File: src/core/fbcr_cfg.svh
// Offsets, field positions, reset values and sizes of the channel register set
`ifndef FBCR_CFG_SVH
`define FBCR_CFG_SVH
// Register byte offsets on the channel register port
`define FBCR_OFS_CTRL 8'h00
`define FBCR_OFS_STAT 8'h04
`define FBCR_OFS_TXSZ 8'h08
`define FBCR_OFS_RXSZ 8'h0C
`define FBCR_OFS_RXBEG 8'h10
`define FBCR_OFS_RXLAST 8'h14
`define FBCR_OFS_TXBEG 8'h18
`define FBCR_OFS_RXDATA 8'h1C
// Control fields
`define FBCR_C_RXPFX 18
`define FBCR_C_ENGIE 17
`define FBCR_C_IE 16
`define FBCR_C_PRI_HI 15
`define FBCR_C_PRI_LO 13
`define FBCR_C_CTX_HI 10
`define FBCR_C_CTX_LO 8
`define FBCR_C_CHEN 7
`define FBCR_C_TXGO 6
`define FBCR_C_TXIE 4
`define FBCR_C_RXIE 3
`define FBCR_C_ERIE 2
`define FBCR_C_MODE_HI 1
`define FBCR_C_MODE_LO 0
`define FBCR_CTRL_MASK 32'h0007E79F
`define FBCR_CTRL_RST 32'h00000000
// Status fields
`define FBCR_S_RXEMPTY 10
`define FBCR_S_TXFULL 9
`define FBCR_S_IRQF 7
`define FBCR_S_OVF 3
`define FBCR_S_ERR 2
`define FBCR_S_RXDONE 1
`define FBCR_S_TXDONE 0
`define FBCR_STAT_RST 32'h00000400
// Buffer bound registers
`define FBCR_RXLAST_RST 32'h00000011
`define FBCR_LOW_ZERO 2'h0
`define FBCR_LOW_ONES 2'h3
// Transfer unit sizes in bytes
`define FBCR_WORD_BYTES 2
`define FBCR_TX_LOC 4
`endif

File: src/core/fbcr_pkg.sv
// Types shared by the frame buffer channel register set
package fbcr_pkg;
  typedef enum logic [1:0] {
    FBCR_TX_IDLE = 2'b01,
    FBCR_TX_RUN = 2'b10
  } fbcr_tx_state_t;
  typedef enum logic [1:0] {
    FBCR_MODE_FIFO = 2'h0,
    FBCR_MODE_RAND = 2'h1
  } fbcr_mode_t;
endpackage

File: src/core/fbcr_channel_regs.sv
// Frame buffer channel registers, transmit word FIFO and channel logic
//
// Summary of operation
// - Size prefix bit set: packet byte count is written as first long word.
// - Engine interrupt pass-through works only in the primary channel.
// - Engine pass-through interrupt reaches CPU only with channel interrupt enabled.
// - Three-bit priority at bits 15..13; primary copy only is used.
// - Three-bit context at bits 10..8, codes 0..4; primary copy only used.
// - Control bit 7 enables the channel; disabled channel moves no data.
// - Writing 1 to bit 6 starts transmit if enabled; 0 does nothing.
// - Bits 4, 3, 2 enable interrupt on transmit done, receive, error.
// - Mode 00 is FIFO via data ports; 01 is random access.
// - Status is read-only and resets to 0x00000400.
// - Status bit 10 reads 1 while receive pointers are equal.
// - Status bit 9 reads 1 when transmit read pointer is one location ahead.
// - Status bit 7 set on interrupt, cleared by status read.
// - Status bit 3 set when receive write pointer passes read pointer.
// - Status bit 2 set on engine error, cleared by status read.
// - Status bit 1 set on received packet, cleared by status read.
// - Status bit 0 set on transmit done, cleared by read or start.
// - Twelve-bit transmit size in bytes, used in both modes.
// - Thirteen-bit receive size, even-rounded, restarts for each packet.
// - Receive start reads low bits 00; receive end reads low bits 11.
// - Transmit start is long-word aligned with read-only low bits 00.
// - Each channel has its own dedicated register set on the CPU port.
// - Channel interrupt ORs enabled sources, plus engine interrupt in primary.
// - FIFO-mode receive data read returns word and advances pointer by four.
// - Data moves to and from the engine as 16-bit words.
`include "fbcr_cfg.svh"
`timescale 1ns/100ps
`default_nettype none

// Word FIFO with registered input ready
module fbcr_word_fifo #(
  parameter int WIDTH = 16,
  parameter int DEPTH = 8
) (
  input wire logic clk_sys,
  input wire logic rst_n,
  input wire logic flush,
  input wire logic in_allow,
  input wire logic in_valid,
  output logic in_ready,
  input wire logic [WIDTH-1:0] in_data,
  output logic out_valid,
  input wire logic out_ready,
  output logic [WIDTH-1:0] out_data
);
  localparam int AW = $clog2(DEPTH);
  logic [WIDTH-1:0] mem_r [DEPTH];
  logic [AW-1:0] wr_idx_r;
  logic [AW-1:0] rd_idx_r;
  logic [AW:0] count_r;
  logic [AW:0] count_nxt;
  logic push;
  logic pop;

  // Handshakes and next fill level
  assign push = in_valid && in_ready;
  assign pop = out_valid && out_ready;
  assign out_valid = (count_r != '0);
  assign out_data = mem_r[rd_idx_r];
  always_comb
  begin
    count_nxt = count_r;
    if (flush)
      count_nxt = '0;
    else if (push && !pop)
      count_nxt = count_r + 1'b1;
    else if (pop && !push)
      count_nxt = count_r - 1'b1;
  end

  // Storage
  always_ff @(posedge clk_sys)
  begin
    if (push)
      mem_r[wr_idx_r] <= in_data;
  end

  // Indices, level and ready
  always_ff @(posedge clk_sys)
  begin
    if (!rst_n || flush)
    begin
      wr_idx_r <= '0;
      rd_idx_r <= '0;
      count_r <= '0;
      in_ready <= 1'b0;
    end
    else
    begin
      if (push)
        wr_idx_r <= (wr_idx_r == AW'(DEPTH - 1)) ? '0 : wr_idx_r + 1'b1;
      if (pop)
        rd_idx_r <= (rd_idx_r == AW'(DEPTH - 1)) ? '0 : rd_idx_r + 1'b1;
      count_r <= count_nxt;
      in_ready <= in_allow && (count_nxt != (AW + 1)'(DEPTH));
    end
  end

  a_fifo_no_overrun: assert property (@(posedge clk_sys) disable iff (!rst_n)
    count_r <= (AW + 1)'(DEPTH))
    else $error("FIFO level above depth");
endmodule // fbcr_word_fifo

// One channel register set with transmit and receive control
module fbcr_channel_regs #(
  parameter bit PRIMARY = 1'b1,
  parameter int TXW = 12,
  parameter int RXW = 13,
  parameter int FIFO_DEPTH = 8
) (
  input wire logic clk_sys,
  input wire logic rst_n,
  input wire logic reg_wr,
  input wire logic reg_rd,
  input wire logic [7:0] reg_addr,
  input wire logic [31:0] reg_wdata,
  output logic [31:0] reg_rdata,
  input wire logic [RXW-1:0] rx_read_pointer,
  input wire logic [RXW-1:0] rx_write_pointer,
  input wire logic [TXW-1:0] tx_read_pointer,
  input wire logic [TXW-1:0] tx_write_pointer,
  input wire logic [31:0] rx_head_word,
  output logic rx_pop,
  input wire logic tx_word_valid,
  output logic tx_word_ready,
  input wire logic [15:0] tx_word_data,
  output logic eng_tx_valid,
  input wire logic eng_tx_ready,
  output logic [15:0] eng_tx_data,
  input wire logic eng_rx_valid,
  input wire logic eng_rx_last,
  input wire logic [15:0] eng_rx_data,
  output logic rx_store_valid,
  output logic [15:0] rx_store_data,
  output logic rx_prefix_valid,
  output logic [RXW-1:0] rx_prefix_bytes,
  output logic rx_prefix_on,
  input wire logic eng_error,
  input wire logic eng_irq,
  output logic chan_irq,
  output logic [2:0] irq_priority,
  output logic [2:0] irq_context,
  output logic random_access
);
  logic [31:0] ctrl_r;
  logic [TXW-1:0] tx_size_r;
  logic [RXW-1:0] rx_size_r;
  logic [RXW-3:0] rx_begin_r;
  logic [RXW-3:0] rx_last_r;
  logic [TXW-3:0] tx_begin_r;
  logic tx_done_r;
  logic rx_done_r;
  logic err_r;
  logic ovf_r;
  logic irqf_r;
  logic rx_empty_r;
  logic tx_full_r;
  logic rx_new_pkt_r;
  fbcr_pkg::fbcr_tx_state_t tx_state_r;
  fbcr_pkg::fbcr_tx_state_t tx_state_nxt;
  logic [TXW-1:0] fetch_left_r;
  logic [TXW-1:0] fetch_left_nxt;
  logic wr_ctrl;
  logic wr_txsz;
  logic rd_stat;
  logic tx_go;
  logic chan_en;
  logic fifo_mode;
  logic irq_nxt;
  logic tx_finish;
  logic fetch_push;
  logic fifo_out_valid;
  logic fifo_out_ready;
  logic [15:0] fifo_out_data;
  logic [31:0] status_word;

  // Address match helper
  function automatic logic hit(input logic [7:0] addr, input logic [7:0] ofs);
    hit = (addr == ofs);
  endfunction

  // Register port decode; each channel owns a private set
  assign wr_ctrl = reg_wr && hit(reg_addr, `FBCR_OFS_CTRL);
  assign wr_txsz = reg_wr && hit(reg_addr, `FBCR_OFS_TXSZ);
  assign rd_stat = reg_rd && hit(reg_addr, `FBCR_OFS_STAT);
  assign chan_en = ctrl_r[`FBCR_C_CHEN];
  assign fifo_mode = (ctrl_r[`FBCR_C_MODE_HI:`FBCR_C_MODE_LO] == fbcr_pkg::FBCR_MODE_FIFO);
  assign tx_go = wr_ctrl && reg_wdata[`FBCR_C_TXGO] && chan_en;

  // Control register; start bit is a strobe and never stored
  always_ff @(posedge clk_sys)
  begin
    if (!rst_n)
      ctrl_r <= `FBCR_CTRL_RST;
    else if (wr_ctrl)
      ctrl_r <= reg_wdata & `FBCR_CTRL_MASK;
  end

  // Size and buffer bound registers
  always_ff @(posedge clk_sys)
  begin
    if (!rst_n)
    begin
      tx_size_r <= '0;
      rx_begin_r <= '0;
      rx_last_r <= (RXW - 2)'(`FBCR_RXLAST_RST >> 2);
      tx_begin_r <= '0;
    end
    else if (reg_wr)
    begin
      if (wr_txsz)
        tx_size_r <= reg_wdata[TXW-1:0];
      if (hit(reg_addr, `FBCR_OFS_RXBEG))
        rx_begin_r <= reg_wdata[RXW-1:2];
      if (hit(reg_addr, `FBCR_OFS_RXLAST))
        rx_last_r <= reg_wdata[RXW-1:2];
      if (hit(reg_addr, `FBCR_OFS_TXBEG))
        tx_begin_r <= reg_wdata[TXW-1:2];
    end
  end

  // Receive side: even byte count, restart per packet, prefix at packet end
  always_ff @(posedge clk_sys)
  begin
    if (!rst_n)
    begin
      rx_size_r <= '0;
      rx_new_pkt_r <= 1'b1;
      rx_store_valid <= 1'b0;
      rx_store_data <= 16'h0000;
      rx_prefix_valid <= 1'b0;
      rx_prefix_bytes <= '0;
    end
    else
    begin
      rx_store_valid <= eng_rx_valid && chan_en;
      rx_store_data <= eng_rx_data;
      rx_prefix_valid <= 1'b0;
      if (reg_wr && hit(reg_addr, `FBCR_OFS_RXSZ))
        rx_size_r <= reg_wdata[RXW-1:0];
      else if (eng_rx_valid && chan_en)
      begin
        rx_size_r <= rx_new_pkt_r ? RXW'(`FBCR_WORD_BYTES)
                                  : rx_size_r + RXW'(`FBCR_WORD_BYTES);
        rx_new_pkt_r <= eng_rx_last;
        if (eng_rx_last && ctrl_r[`FBCR_C_RXPFX])
        begin
          rx_prefix_valid <= 1'b1;
          rx_prefix_bytes <= rx_new_pkt_r ? RXW'(`FBCR_WORD_BYTES)
                                          : rx_size_r + RXW'(`FBCR_WORD_BYTES);
        end
      end
    end
  end

  // Transmit sequencer: fetch the packet's words, finish when drained
  always_comb
  begin
    tx_state_nxt = tx_state_r;
    fetch_left_nxt = fetch_left_r;
    tx_finish = 1'b0;
    case (tx_state_r)
      fbcr_pkg::FBCR_TX_IDLE:
      begin
        if (tx_go && (tx_size_r != '0))
        begin
          tx_state_nxt = fbcr_pkg::FBCR_TX_RUN;
          fetch_left_nxt = (tx_size_r >> 1) + TXW'(tx_size_r[0]);
        end
      end
      fbcr_pkg::FBCR_TX_RUN:
      begin
        if (fetch_push)
          fetch_left_nxt = fetch_left_r - 1'b1;
        if (!chan_en)
          tx_state_nxt = fbcr_pkg::FBCR_TX_IDLE;
        else if (fetch_left_r == '0 && !fifo_out_valid && !eng_tx_valid)
        begin
          tx_state_nxt = fbcr_pkg::FBCR_TX_IDLE;
          tx_finish = 1'b1;
        end
      end
      default:
        tx_state_nxt = fbcr_pkg::FBCR_TX_IDLE;
    endcase
  end

  always_ff @(posedge clk_sys)
  begin
    if (!rst_n)
    begin
      tx_state_r <= fbcr_pkg::FBCR_TX_IDLE;
      fetch_left_r <= '0;
    end
    else
    begin
      tx_state_r <= tx_state_nxt;
      fetch_left_r <= fetch_left_nxt;
    end
  end

  assign fetch_push = tx_word_valid && tx_word_ready;

  // Transmit word buffer between frame buffer and engine
  fbcr_word_fifo #(
    .WIDTH(16),
    .DEPTH(FIFO_DEPTH)
  ) u_tx_fifo (
    .clk_sys(clk_sys),
    .rst_n(rst_n),
    .flush(!chan_en),
    .in_allow((tx_state_nxt == fbcr_pkg::FBCR_TX_RUN) && (fetch_left_nxt != '0)),
    .in_valid(tx_word_valid),
    .in_ready(tx_word_ready),
    .in_data(tx_word_data),
    .out_valid(fifo_out_valid),
    .out_ready(fifo_out_ready),
    .out_data(fifo_out_data)
  );

  // Output stage toward the engine, 16-bit words
  assign fifo_out_ready = !eng_tx_valid || eng_tx_ready;
  always_ff @(posedge clk_sys)
  begin
    if (!rst_n || !chan_en)
    begin
      eng_tx_valid <= 1'b0;
      eng_tx_data <= 16'h0000;
    end
    else if (fifo_out_ready)
    begin
      eng_tx_valid <= fifo_out_valid;
      eng_tx_data <= fifo_out_data;
    end
  end

  // Pointer compares for buffer empty and full
  always_ff @(posedge clk_sys)
  begin
    if (!rst_n)
    begin
      rx_empty_r <= 1'b1;
      tx_full_r <= 1'b0;
    end
    else
    begin
      rx_empty_r <= (rx_read_pointer == rx_write_pointer);
      tx_full_r <= (tx_read_pointer == tx_write_pointer + TXW'(`FBCR_TX_LOC));
    end
  end

  // Sticky event flags; a new event wins over the read clear
  always_ff @(posedge clk_sys)
  begin
    if (!rst_n)
    begin
      tx_done_r <= 1'b0;
      rx_done_r <= 1'b0;
      err_r <= 1'b0;
      ovf_r <= 1'b0;
      irqf_r <= 1'b0;
    end
    else
    begin
      tx_done_r <= tx_finish || (tx_done_r && !rd_stat && !tx_go);
      rx_done_r <= (eng_rx_valid && eng_rx_last && chan_en) || (rx_done_r && !rd_stat);
      err_r <= eng_error || (err_r && !rd_stat);
      ovf_r <= (eng_rx_valid && chan_en && !rx_empty_r
               && rx_write_pointer + RXW'(`FBCR_WORD_BYTES) == rx_read_pointer)
               || (ovf_r && !rd_stat);
      irqf_r <= (irq_nxt && !chan_irq) || (irqf_r && !rd_stat);
    end
  end

  // Channel interrupt from enabled sources
  assign irq_nxt = ctrl_r[`FBCR_C_IE]
    && ((ctrl_r[`FBCR_C_TXIE] && tx_done_r)
     || (ctrl_r[`FBCR_C_RXIE] && rx_done_r)
     || (ctrl_r[`FBCR_C_ERIE] && err_r)
     || (PRIMARY && ctrl_r[`FBCR_C_ENGIE] && eng_irq));

  // Interrupt and routing outputs
  always_ff @(posedge clk_sys)
  begin
    if (!rst_n)
    begin
      chan_irq <= 1'b0;
      irq_priority <= 3'h0;
      irq_context <= 3'h0;
      random_access <= 1'b0;
      rx_prefix_on <= 1'b0;
    end
    else
    begin
      chan_irq <= irq_nxt;
      irq_priority <= PRIMARY ? ctrl_r[`FBCR_C_PRI_HI:`FBCR_C_PRI_LO] : 3'h0;
      irq_context <= PRIMARY ? ctrl_r[`FBCR_C_CTX_HI:`FBCR_C_CTX_LO] : 3'h0;
      random_access <= (ctrl_r[`FBCR_C_MODE_HI:`FBCR_C_MODE_LO]
                        == fbcr_pkg::FBCR_MODE_RAND);
      rx_prefix_on <= ctrl_r[`FBCR_C_RXPFX];
    end
  end

  // Status word; reserved bits zero
  always_comb
  begin
    status_word = 32'h00000000;
    status_word[`FBCR_S_RXEMPTY] = rx_empty_r;
    status_word[`FBCR_S_TXFULL] = tx_full_r;
    status_word[`FBCR_S_IRQF] = irqf_r;
    status_word[`FBCR_S_OVF] = ovf_r;
    status_word[`FBCR_S_ERR] = err_r;
    status_word[`FBCR_S_RXDONE] = rx_done_r;
    status_word[`FBCR_S_TXDONE] = tx_done_r;
  end

  // Read data, one cycle after the read strobe; receive port pops in FIFO mode
  always_ff @(posedge clk_sys)
  begin
    if (!rst_n)
    begin
      reg_rdata <= 32'h00000000;
      rx_pop <= 1'b0;
    end
    else
    begin
      rx_pop <= reg_rd && hit(reg_addr, `FBCR_OFS_RXDATA) && fifo_mode && chan_en;
      if (reg_rd)
      begin
        case (reg_addr)
          `FBCR_OFS_CTRL: reg_rdata <= ctrl_r;
          `FBCR_OFS_STAT: reg_rdata <= status_word;
          `FBCR_OFS_TXSZ: reg_rdata <= 32'(tx_size_r);
          `FBCR_OFS_RXSZ: reg_rdata <= 32'(rx_size_r);
          `FBCR_OFS_RXBEG: reg_rdata <= 32'({rx_begin_r, `FBCR_LOW_ZERO});
          `FBCR_OFS_RXLAST: reg_rdata <= 32'({rx_last_r, `FBCR_LOW_ONES});
          `FBCR_OFS_TXBEG: reg_rdata <= 32'({tx_begin_r, `FBCR_LOW_ZERO});
          `FBCR_OFS_RXDATA: reg_rdata <= fifo_mode ? rx_head_word : 32'h00000000;
          default: reg_rdata <= 32'h00000000;
        endcase
      end
    end
  end

  a_status_reset_val: assert property (@(posedge clk_sys)
    $rose(rst_n) |-> status_word == `FBCR_STAT_RST)
    else $error("Status not at reset value");
  a_disabled_no_start: assert property (@(posedge clk_sys) disable iff (!rst_n)
    (wr_ctrl && !chan_en) |=> tx_state_r == fbcr_pkg::FBCR_TX_IDLE
      || $past(tx_state_r) == fbcr_pkg::FBCR_TX_RUN)
    else $error("Transmit started while disabled");
  a_txdone_start_clr: assert property (@(posedge clk_sys) disable iff (!rst_n)
    (tx_go && !tx_finish) |=> !tx_done_r)
    else $error("Transmit done not cleared by start");
  a_stat_read_clr: assert property (@(posedge clk_sys) disable iff (!rst_n)
    (rd_stat && !eng_error) |=> !err_r ##1 reg_rdata[`FBCR_S_ERR] == $past(err_r, 2))
    else $error("Error flag not cleared by read");
  a_error_sets: assert property (@(posedge clk_sys) disable iff (!rst_n)
    eng_error |=> err_r)
    else $error("Error flag not set");
  a_pass_through: assert property (@(posedge clk_sys) disable iff (!rst_n)
    (eng_irq && ctrl_r[`FBCR_C_ENGIE] && !ctrl_r[`FBCR_C_IE]) |=> !chan_irq)
    else $error("Engine interrupt passed without channel enable");
  a_route_copy: assert property (@(posedge clk_sys) disable iff (!rst_n)
    1'b1 |=> irq_priority == (PRIMARY ? $past(ctrl_r[`FBCR_C_PRI_HI:`FBCR_C_PRI_LO]) : 3'h0)
      && irq_context == (PRIMARY ? $past(ctrl_r[`FBCR_C_CTX_HI:`FBCR_C_CTX_LO]) : 3'h0))
    else $error("Priority or context not routed from control");
  a_irq_flag_set: assert property (@(posedge clk_sys) disable iff (!rst_n)
    (irq_nxt && !chan_irq) |=> irqf_r)
    else $error("Interrupt flag not set");
  a_rx_size_even: assert property (@(posedge clk_sys) disable iff (!rst_n)
    $past(eng_rx_valid && chan_en && rx_new_pkt_r && !reg_wr)
      |-> rx_size_r == RXW'(`FBCR_WORD_BYTES))
    else $error("Receive size did not restart");
  a_rx_pop_mode: assert property (@(posedge clk_sys) disable iff (!rst_n)
    rx_pop |-> $past(fifo_mode) && $past(reg_rd))
    else $error("Receive pop outside FIFO mode");
  a_disable_drops: assert property (@(posedge clk_sys) disable iff (!rst_n)
    !chan_en |=> !eng_tx_valid)
    else $error("Data moved while channel disabled");
endmodule // fbcr_channel_regs

`default_nettype wire

File: config.mk
export PLATFORM = sky130hd
export DESIGN_NAME = fbcr_channel_regs
export DESIGN_NICKNAME = d
export VERILOG_FILES = /design/src/core/fbcr_pkg.sv /design/src/core/fbcr_channel_regs.sv
export VERILOG_INCLUDE_DIRS = /design/src /design/src/core
export SDC_FILE = /design/constraint.sdc
export NUM_CORES = 1
export LEC_CHECK = 0
export ABC_CLOCK_PERIOD_IN_PS = 3800
export BUFFER_PORTS_ARGS = -buffer_cell sky130_fd_sc_hd__buf_2
export CORE_ASPECT_RATIO = 0.6
export CORE_MARGIN = 2
export CORE_UTILIZATION = 35
export CTS_CLUSTER_DIAMETER = 80
export DETAILED_ROUTE_END_ITERATION = 16
export PLACE_DENSITY_LB_ADDON = 0.3
export SYNTH_ARGS = -nofsm -noshare
export SYNTH_HDL_FRONTEND = slang
export SYNTH_SLANG_ARGS = --single-unit
File: constraint.sdc
create_clock -name clk_sys -period 3.8 [get_ports clk_sys]
set_input_delay 0.95 -clock clk_sys [delete_from_list [all_inputs] [get_ports clk_sys]]
set_output_delay 0.95 -clock clk_sys [all_outputs]
set_load 0.01 [all_outputs]
Word-level counts from Yosys, hierarchy flattened
Memory sizes are Yosys's and may differ from the RTL's. A register that Yosys moved wholly into a read port is not among the register bits.
Cells that the tools add are included.
W data, S select, Z words.
- flip-flop bits (word level): 179
- RAM bits: 128
- bits of input ports: 164
- output and inout port bits: 91
- word-level logic and storage cells: 155
- memories: 1
- $add $sub $neg: 9
- equal/unequal tests: 17
- mux-type cells: 23
- bitwise logic cells: 3
- reductions and logical operators: 70
- memories (name ; words ; width ; read ports ; clocked after memory_dff ; write ports ; line ; RTL):
    u_tx_fifo.mem_r ; 8 ; 16 ; 1 ; 1 ; 1 ; fbcr_channel_regs.sv:50 ; logic [WIDTH-1:0] mem_r [DEPTH];
- operators with widths (operator ; number):
    $pmux W32 S8 ; 1
    $mux W13 ; 3
    $logic_and A1 B1 Y1 ; 36
    $eq A8 B5 Y1 const B ; 4
    $mux W32 ; 1
    $add A13 B2 Y13 const B ; 2
    $eq A13 B13 Y1 ; 2
    $mux W12 ; 2
    $pmux W12 S2 ; 1
    $reduce_bool A12 Y1 ; 2
    $eq A8 B4 Y1 const B ; 2
    $add A11 B1 Y12 ; 1
    $add A12 B3 Y12 const B ; 1
    $eq A12 B12 Y1 ; 1
    $logic_not A12 Y1 ; 1
    $mux W4 ; 3
    $sub A12 B1 Y12 const B ; 1
    $logic_not A1 Y1 ; 10
    $logic_or A1 B1 Y1 ; 10
    $reduce_and A2 Y1 ; 5
    $eq A8 B3 Y1 const B ; 1
    $logic_not A8 Y1 ; 1
    $add A3 B1 Y3 const B ; 2
    $eq A3 B3 Y1 const B ; 2
    15 further kinds ; 27

Logic depth before layout (Yosys ltp)
Gate-level depths: netlist of run 1.
- word-level depth: 10
- mapped depth: 10
- gate-level depth less buffers: 9

By module
From an unflattened synthesis of run 1, not the netlist that was laid out.
- cells, all modules: 1361
- area, all modules: 14355.0 um2
- modules (own cells, without submodules) (module ; instances ; cells each ; area an instance (um2) ; seq. area each (um2)):
    fbcr_channel_regs ; 1 ; 1081 ; 8670.8 ; 3683.5
    fbcr_word_fifo ; 1 ; 280 ; 5684.2 ; 4124.0

Least setup slack after synthesis of run 1
Ideal clock, no wire load.
- kind: input port to flip-flop
- start point: input port tx_word_valid
- end point: memory u_tx_fifo.mem_r[4][0] (enable)
- setup time: 0.436 ns
- arrival: 3.051 ns
- required time: 3.364 ns
- setup slack: 0.312 ns
- stages: 3
- path buffers: 1
- path through: nand2_1 clkbuf_1 nor4b_1
- word-level cells in the longest chain between the ends: 3
- RTL lines (item ; line ; RTL):
    start, declared ; fbcr_channel_regs.sv:127 ; input wire logic tx_word_valid,
    $logic_and A1 B1 Y1 ; fbcr_channel_regs.sv:59 ; assign push = in_valid && in_ready;
    $mux W1 ; fbcr_channel_regs.sv:77 ; if (push)
    $mux W1 (not written as such) ; fbcr_channel_regs.sv:78 ; mem_r[wr_idx_r] <= in_data;
    end, declared ; fbcr_channel_regs.sv:50 ;
No other way between the ends.

Final worst setup path of run 1
- start point: input port reg_addr[5]
- end point: register u_tx_fifo.in_ready
- word-level cells in the longest chain between the ends: 10
- elaborated cells on any way between the ends: 13
- those cells by class: eq/ne (1); mux (4); reduce/logical (8)
- RTL lines (item ; line ; RTL):
    start, declared ; fbcr_channel_regs.sv:118 ; input wire logic [7:0] reg_addr,
    $logic_not A8 Y1 * ; fbcr_channel_regs.sv:182 ; hit = (addr == ofs);
    $logic_and A1 B1 Y1 * ; fbcr_channel_regs.sv:186 ; assign wr_ctrl = reg_wr && hit(reg_addr, `FBCR_OFS_CTRL);
    $logic_and A1 B1 Y1 * (2 in a row) ; fbcr_channel_regs.sv:191 ; assign tx_go = wr_ctrl && reg_wdata[`FBCR_C_TXGO] && chan_en;
    $logic_and A1 B1 Y1 * ; fbcr_channel_regs.sv:268 ; if (tx_go && (tx_size_r != '0))
    $mux W12 or $mux W2 (tied branches) ; fbcr_channel_regs.sv:268 ;
    $pmux W12 S2 or $pmux W2 S2 (tied branches) ; fbcr_channel_regs.sv:265 ; case (tx_state_r)
    $reduce_bool A12 Y1 or $eq A2 B2 Y1 (tied branches) ; fbcr_channel_regs.sv:315 ; .in_allow((tx_state_nxt == fbcr_pkg::FBCR_TX_RUN) && (fetch_left_nxt != '0)),
    $logic_and A1 B1 Y1 * ; fbcr_channel_regs.sv:315 ;
    $logic_and A1 B1 Y1 * ; fbcr_channel_regs.sv:98 ; in_ready <= in_allow && (count_nxt != (AW + 1)'(DEPTH));
    end signal, assigned ; fbcr_channel_regs.sv:98 ;
    end, declared ; fbcr_channel_regs.sv:43 ; output logic in_ready,
Every way passes the cells marked *; elsewhere a longest branch is shown, timed or not.
A chain may end at the register's enable or synchronous reset.

==> results of run 1 <==
[per-layer routing]
metal  part of all wire [%]  up-vias  global-route usage, %
li1                       -     5413                      -
met1                     48     5422                   27.9
met2                     41      397                   25.4
met3                    8.8       61                   4.85
met4                    1.9        0                   4.62
met5                      0        -                      0
[layout make-up]
| class | instances | area, um2 | area share, % |
|---|---|---|---|
| Sequential cell | 323 | 7750 | 44.7 |
| Multi-Input combinational cell | 923 | 6210 | 35.8 |
| Timing Repair Buffer | 280 | 1500 | 8.66 |
| Clock buffer | 53 | 1000 | 5.78 |
| Tap cell | 531 | 664 | 3.83 |
| Clock inverter | 8 | 124 | 0.715 |
| Inverter | 22 | 82.6 | 0.476 |
| Antenna cell | 1 | 2.50 | 0.0144 |
[cell usage after synthesis, types with 7 or more instances]
library cell | instances | share of area, %
a211oi_1 | 18 | 0.94
a21boi_0 | 47 | 2.5
a21oi_1 | 80 | 2.8
a221oi_1 | 7 | 0.43
a222oi_1 | 14 | 0.98
a22oi_1 | 9 | 0.47
a31oi_1 | 19 | 0.83
and2_1 | 31 | 1.4
and3_1 | 9 | 0.39
buf_2 | 10 | 0.35
clkbuf_1 | 72 | 1.9
dfxtp_1 | 195 | 27
edfxtp_1 | 128 | 27
ha_1 | 16 | 1.4
inv_1 | 21 | 0.55
mux2i_1 | 31 | 2.2
mux4_2 | 32 | 5.0
nand2_1 | 171 | 4.5
nand3_1 | 65 | 2.3
nand4_1 | 16 | 0.70
nor2_1 | 76 | 2.0
nor2b_1 | 57 | 2.5
nor3_1 | 27 | 0.94
nor3b_1 | 8 | 0.42
nor4_1 | 13 | 0.57
o21a_1 | 14 | 0.73
o21ai_0 | 21 | 0.73
or3_1 | 10 | 0.44
xnor2_1 | 35 | 2.1
xor2_1 | 24 | 1.5
[cells in the final DEF, fill, tap and decap left out, drive strengths merged, types with 19 or more instances in the layout]
| master | instances |
|---|---|
| buf | 280 |
| dfxtp | 195 |
| nand2 | 171 |
| edfxtp | 128 |
| a21oi | 81 |
| nor2 | 76 |
| nand3 | 65 |
| nor2b | 57 |
| clkbuf | 53 |
| a21boi | 47 |
| xnor2 | 35 |
| mux4 | 32 |
| and2 | 31 |
| mux2i | 31 |
| nor3 | 28 |
| xor2 | 24 |
| o21ai | 22 |
| inv | 21 |
| a31oi | 19 |
[worst min path at each step]
stage | endpoint | depth (start not counted) | slack, ns
6_report | tx_begin_r[7] | 2 | 0.46
5_1_grt | rx_last_r[3] | 2 | 0.47
4_1_cts | tx_begin_r[7] | 2 | 0.45
3_5_place_dp | tx_begin_r[7] | 2 | 0.45
3_3_place_gp | irqf_r | 1 | 0.44
2_1_floorplan | tx_begin_r[0] | 2 | 0.44
[state kept, by name, indices dropped and copies added (netlist names), 4 cells and up]
signal,cells
u_tx_fifo.mem_r,128
reg_rdata,32
eng_tx_data,16
rx_store_data,16
ctrl_r,15
rx_prefix_bytes,13
rx_size_r,13
fetch_left_r,12
tx_size_r,12
rx_begin_r,11
rx_last_r,11
tx_begin_r,10
u_tx_fifo.count_r,4
[critical path, cell delays in order]
cell	delay (ns)
buf_2	0.10
or4_1	0.69
nor4_2	0.45
nand2_1	0.17
a32oi_1	0.26
nand4_1	0.12
nor4_1	0.44
a31oi_1	0.15
[per-stage QoR]
stage,power (mW),hold slack (ns)
after floorplan,3.83,0.436
after global placement,4.00,0.436
after detailed placement,4.01,0.446
after CTS,7.34,0.454
after global routing,7.53,0.467
final,7.26,0.455
[kinds of logic (layout without fill, tap and decap cells)]
kind of cell | count (synthesis) | count (layout) | synth area share, %
AO/OA/AOI/OAI | 270 | 270 | 12.8
multiplexers | 64 | 64 | 7.26
flip-flops | 323 | 323 | 54.0
buffers and inverters | 109 | 363 | 3.04
AND/OR/NAND/NOR | 514 | 514 | 17.9
adder cells (fa/ha/maj) | 16 | 16 | 1.40
XOR/XNOR | 59 | 59 | 3.60
other | 0 | 1 | 0
[where the power goes]
group	total, mW	leakage [nW]	switching [mW]	internal [mW]
sequential	3.61	2.73	0.00615	3.61
combinational	0.319	3.07	0.189	0.131
clock	3.32	0.547	1.41	1.91
total	7.26	6.34	1.60	5.65
==> impl_results.rst, run 1 <==
.. list-table::
   :header-rows: 1

   * - Metric
     - Value
   * - Worst Tran Pin Value
     - 1.10 ns
   * - Number of instances resized during post-cts repair
     - 0
   * - Vert. Die Dim
     - roughly 160 um
   * - End point of the critical path
     - u_tx_fifo.in_ready
   * - Crit start category
     - input pin
   * - Crit Path Class
     - in2reg
   * - Synthesized area per cell
     - 10.6 um2
   * - Setup repair after global routing missed its margin
     - false
   * - Main flop type after synthesis
     - dfxtp_1
   * - Final ANT Viol Nets
     - 0
   * - Wire length of the first global-routing pass
     - between 60000 and 70000 um
   * - Skew final
     - between 0.02 and 0.025 ns
   * - Result of the run
     - complete, no violations
   * - Ratio of routed vias to standard cells
     - about 5.3
   * - Fin cells
     - 2141
   * - Post-detail-place hpwl
     - around 28000 um
   * - Number of cells on the worst reg-to-reg path
     - 9
   * - Net count of the mapped netlist
     - 1535
   * - GRT Residual Overflow
     - 0
   * - End-of-flow core utilization
     - 42.9%
   * - Total power divided by cell area
     - 419 nW/um2
   * - End of the worst register-to-register path
     - u_tx_fifo.in_ready
   * - Placement Rows
     - 57
   * - Class of the tightest hold or removal check
     - reg2reg
   * - Overall fraction of global-route tracks in use
     - 18.3%
   * - Post-placement cell area
     - 16200 um2
   * - Register-to-Register Setup Slack
     - between 0.9 and 1 ns
   * - Clock root buffer master
     - clkbuf_16
   * - Achievable clock frequency
     - 339 MHz
   * - Seq cells post-synth
     - 323
   * - Post-layout instance area
     - about 17000 um2
   * - Portion of the clock cycle consumed by the worst path in the final layout
     - 77.5%
   * - Origin of the critical flop-to-flop path
     - tx_state_r[0]
   * - Clock tree from TritonCTS
     - yes
   * - Crit path arrival time
     - 3.34 ns
   * - Largest net degree at the start of global routing
     - 69
   * - Horizontal extent of the die
     - 265 um
   * - Leakage power of the design
     - 6.34 nW
   * - P&R area growth vs syn
     - 20.8%
   * - Detailed-route via count
     - 11293
   * - Share of layout cells above drive strength 1
     - 23.7%
   * - Number of library cell types mapped by synthesis
     - 66
   * - Sequential share of the synthesized area
     - 54.0%
   * - Clock buffer count from CTS
     - 34
   * - Via count of the first global-routing pass
     - 10841
   * - Effective utilization at floorplan
     - a little over a third
   * - Worst setup path startpoint
     - reg_addr[5]
   * - Number of endpoints with negative hold slack in the final report
     - 0
   * - Post-CTS repair timing setup buffer count
     - 0
   * - Maximum vdd ir drop
     - 254 uV
   * - Number of synthesized flops with an enable pin
     - 128
   * - Die outline area
     - 42700 um2
   * - Largest fanout on the critical path
     - 6
   * - Post-placement setup slack
     - about 0.44 ns
   * - Shortest clock period the worst path allows after layout
     - 2.95 ns
   * - Total I/O pin count
     - 255
   * - Yosys synthesis warning count
     - 0
   * - # setup viols final
     - 0
   * - Antenna violations before repair
     - 1
   * - Required time at the worst-slack endpoint
     - 4.19 ns
   * - Placed instance count
     - 2079
   * - Final TNS setup
     - 0 ns
   * - Post-CTS Hold Buffers
     - 0
   * - Rel. slew slack
     - 26.6%
   * - Layout net count
     - 1764
   * - Hold path start
     - tx_begin_r[7]
   * - Clk pin slew, worst setup/hold paths
     - 0.06 ns
   * - Total detailed-routing wirelength
     - 39900 um
   * - # H-tree levels
     - 2
   * - Total of max-cap violations
     - 0
   * - Clock sinks
     - 323
   * - IO Port Bufs
     - between 200 and 250
   * - Number of remaining DRC errors
     - 0
   * - Pins over their slew limit
     - 0
   * - Worst setup EP type
     - flip-flop
   * - Routed WL per cell
     - 18.6 um
   * - Setup WS post-layout
     - roughly 0.85 ns
   * - Deepest clock path buffer count
     - 3
   * - Share of flip-flops with an asynchronous set or reset after synthesis
     - 0%
   * - First-pass detailed-route iteration total
     - 5
   * - Floorplan core area
     - just over 40000 um2
   * - Syn Inst Count
     - 1355
   * - Fillcell total
     - about 3800
   * - Post-Synthesis Cell Area
     - 14400 um2
   * - Worst skew pair latency
     - 0.54 ns
   * - Initial drt markers
     - about 910
   * - Routability cong.
     - 0.892
Note: power is estimated with default switching activity, not from simulation.
==> run 2, diff against run 1 <==
--- a/config.mk
+++ b/config.mk
@@ -6,7 +6,7 @@
 export SDC_FILE = /design/constraint.sdc
 export NUM_CORES = 1
 export LEC_CHECK = 0
-export ABC_CLOCK_PERIOD_IN_PS = 3800
+export ABC_CLOCK_PERIOD_IN_PS = 2700
 export BUFFER_PORTS_ARGS = -buffer_cell sky130_fd_sc_hd__buf_2
 export CORE_ASPECT_RATIO = 0.6
 export CORE_MARGIN = 2
==> constraint.sdc (replaced) <==
create_clock -name clk_sys -period 2.7 [get_ports clk_sys]
set_input_delay 0.675 -clock clk_sys [delete_from_list [all_inputs] [get_ports clk_sys]]
set_output_delay 0.675 -clock clk_sys [all_outputs]
set_load 0.01 [all_outputs]
==> run 2 against run 1 <==
Via count rose by 2.0%. Sequential share of layout area decreased by 1.1 points. Setup slack worse by 0.59 ns. Worst hold slack worse by 0.11 ns. Clock skew increased by 0.0011 ns. Critical path depth unchanged. Clock power rose by 40%. Flip-flop and latch count is the same. Non-clock buffer count is 46 higher. Critical path type is now reg2reg.
==> impl_results.rst, run 2 (synthesis gave the netlist of run 1 again) <==
.. list-table::
   :header-rows: 1

   * - Metric
     - Value
   * - IO Port Bufs
     - 241
   * - Routability cong.
     - between 0.9 and 1
   * - Worst skew pair latency
     - 0.53 ns
   * - Top library cells by usage in the layout, fill and taps aside
     - 240 x buf_2, 194 x dfxtp_1, 171 x nand2_1
   * - Achievable clock frequency
     - 411 MHz
   * - Register-to-Register Setup Slack
     - about 0.27 ns
   * - Portion of the clock cycle consumed by the worst path in the final layout
     - 90.2%
   * - Footprint of the multi-input gates
     - 6230 um2
   * - Layout net count
     - roughly 1800
   * - Clock root buffer master
     - clkbuf_16
   * - Total detailed-routing wirelength
     - 40300 um
   * - Total power divided by cell area
     - 574 nW/um2
   * - Share of total power consumed by net switching
     - 21.8%
   * - First-pass detailed-route iteration total
     - 6
   * - Fillcell total
     - between 3000 and 4000
   * - Top flop regs
     - u_tx_fifo.mem_r x128, reg_rdata x32
   * - Ratio of routed vias to standard cells
     - 5.26
   * - Post-placement cell area
     - 16700 um2
   * - Wire length of the first global-routing pass
     - 61300 um
   * - GRT Residual Overflow
     - 0
   * - Worst path top cell family by delay
     - simple AND/OR/NAND/NOR gates
   * - Overall fraction of global-route tracks in use
     - 18.4%
   * - Post-detail-place hpwl
     - 28500 um
   * - Class of the tightest hold or removal check
     - in2reg
   * - Setup repair after global routing missed its margin
     - false
   * - Final ANT Viol Nets
     - 0
   * - Placement Rows
     - 57
   * - Final TNS setup
     - 0 ns
   * - Crit path arrival time
     - ~2.8 ns
   * - Slowest stage cell, crit path
     - or4_1
   * - Maximum cell stage delay along the critical path
     - approximately 0.5 ns
   * - Routed WL per cell
     - between 15 and 20 um
   * - Area of all sequential standard cells
     - 7750 um2
   * - Clock buffer count from CTS
     - 35
   * - Total of max-cap violations
     - 0
   * - Post-CTS Hold Buffers
     - 0
   * - Number of remaining DRC errors
     - 0
   * - Crit path cell chain
     - or3_1, or4_1, nor2_1, xnor2_1, o22ai_1, nor4_1, buf_4, a31oi_1
   * - Required time at the worst-slack endpoint
     - ~3.1 ns
   * - Horizontal extent of the die
     - ~270 um
   * - Pins over their slew limit
     - 0
   * - Antenna violations before repair
     - 2
   * - Total I/O pin count
     - 255
   * - Via count of the first global-routing pass
     - 10662
   * - Leakage power of the design
     - 6.59 nW
   * - Clock sinks
     - between 300 and 400
   * - Crit start category
     - flip-flop
   * - Total chip power
     - between 10 and 15 mW
   * - Worst setup EP type
     - flip-flop
   * - Post-layout instance area
     - ~18000 um2
   * - Die outline area
     - 42700 um2
   * - Clock tree from TritonCTS
     - yes
   * - Switching power total
     - 2.22 mW
   * - # setup viols final
     - 0
   * - P&R area growth vs syn
     - 24.0%
   * - Hold path start
     - eng_rx_data[7]
   * - Largest register FFs
     - 128
   * - Skew final
     - about 0.023 ns
   * - Largest fanout on the critical path
     - 5
   * - Result of the run
     - complete, no violations
   * - End point of the most critical hold path
     - rx_store_data[7]
   * - Largest net degree at the start of global routing
     - between 60 and 70
   * - Number of endpoints with negative hold slack in the final report
     - 0
   * - Vert. Die Dim
     - 161 um
   * - Clock power frac
     - 45.6%
   * - Most common cell after layout, fill and taps aside
     - buf_2
   * - Share of layout cells above drive strength 1
     - between 20% and 30%
   * - Register with the highest flop count
     - u_tx_fifo.mem_r
   * - Worst Tran Pin Value
     - 0.832 ns
   * - Maximum vdd ir drop
     - 359 uV
   * - Worst hold path cell count
     - 2
   * - Crit Path Class
     - reg2reg
   * - Floorplan core area
     - 40400 um2
   * - CP Buf/Inv Count
     - 1
   * - Rel. slew slack
     - 44.4%
   * - Combinational group share of total power
     - 4.6%
   * - Origin of the critical flop-to-flop path
     - fetch_left_r[6]
   * - Deepest clock path buffer count
     - 3
   * - End of the worst register-to-register path
     - u_tx_fifo.in_ready
   * - # H-tree levels
     - 2
   * - Number of cells on the worst reg-to-reg path
     - 8
   * - Sequential fraction of design power
     - approximately half
   * - Shortest clock period the worst path allows after layout
     - 2.43 ns
   * - Detailed-route via count
     - 11517
   * - Internal power
     - 7.99 mW
   * - Clk pin slew, worst setup/hold paths
     - ~0.060 ns
   * - Initial drt markers
     - between 1000 and 1500
   * - Effective utilization at floorplan
     - 35.5%
run 2: area by class of cell:
| type | instances | area share [%] |
|---|---|---|
| clock buffer | 51 | 5.66 |
| sequential | 323 | 43.6 |
| tap | 531 | 3.73 |
| timing repair buffer | 326 | 10.9 |
| multi-input combinational | 923 | 35.0 |
| clock inverter | 12 | 0.626 |
| inverter | 22 | 0.464 |
| antenna | 3 | 0.0422 |
run 2: per-stage QoR:
stage               instances  util, %  setup WS (ns)  hold WS, ns
finish                   2191     44.0          0.266        0.349
detailed placement       2125     41.2         -0.105        0.445
global route             2189     44.0         0.0849        0.329
global placement         2125     41.2         -0.118        0.443
CTS                      2188     44.0          0.262        0.321
floorplan                1355        -         0.0391        0.436
run 2: worst max path at each step:
stage / to / from / depth (start not counted) / slack, ns
after floorplan: u_tx_fifo.in_ready / reg_addr[1] / 9 / 0.04
after global placement: u_tx_fifo.in_ready / reg_addr[5] / 10 / -0.12
after detailed placement: u_tx_fifo.in_ready / reg_addr[5] / 10 / -0.10
after CTS: u_tx_fifo.in_ready / tx_size_r[0] / 10 / 0.26
after global routing: u_tx_fifo.in_ready / tx_state_r[0] / 10 / 0.08
final: u_tx_fifo.in_ready / fetch_left_r[6] / 8 / 0.27
run 2: what timing repair did:
item,4_1_cts,5_1_grt
resized for setup,0,1
endpoints found under the setup margin,0,1
buffers inserted,0,0
run 2: metal layers:
layer	GRT usage (%)	part of all wire (%)	vias to the layer above
met1	27.7	47	5557
met3	5.87	10	36
met2	25.4	41	430
li1	-	-	5494
met4	3.88	1.2	0
met5	0	0	-
run 2: power by group through the flow:
stage                     clock network, mW  logic, mW  registers [mW]
final                                  4.66      0.469            5.09
after detailed placement                  0      0.463            5.19
after CTS                              4.79      0.465            5.09
after global routing                   4.99      0.512            5.08
after global placement                    0      0.456            5.19
after floorplan                           0      0.194            5.20
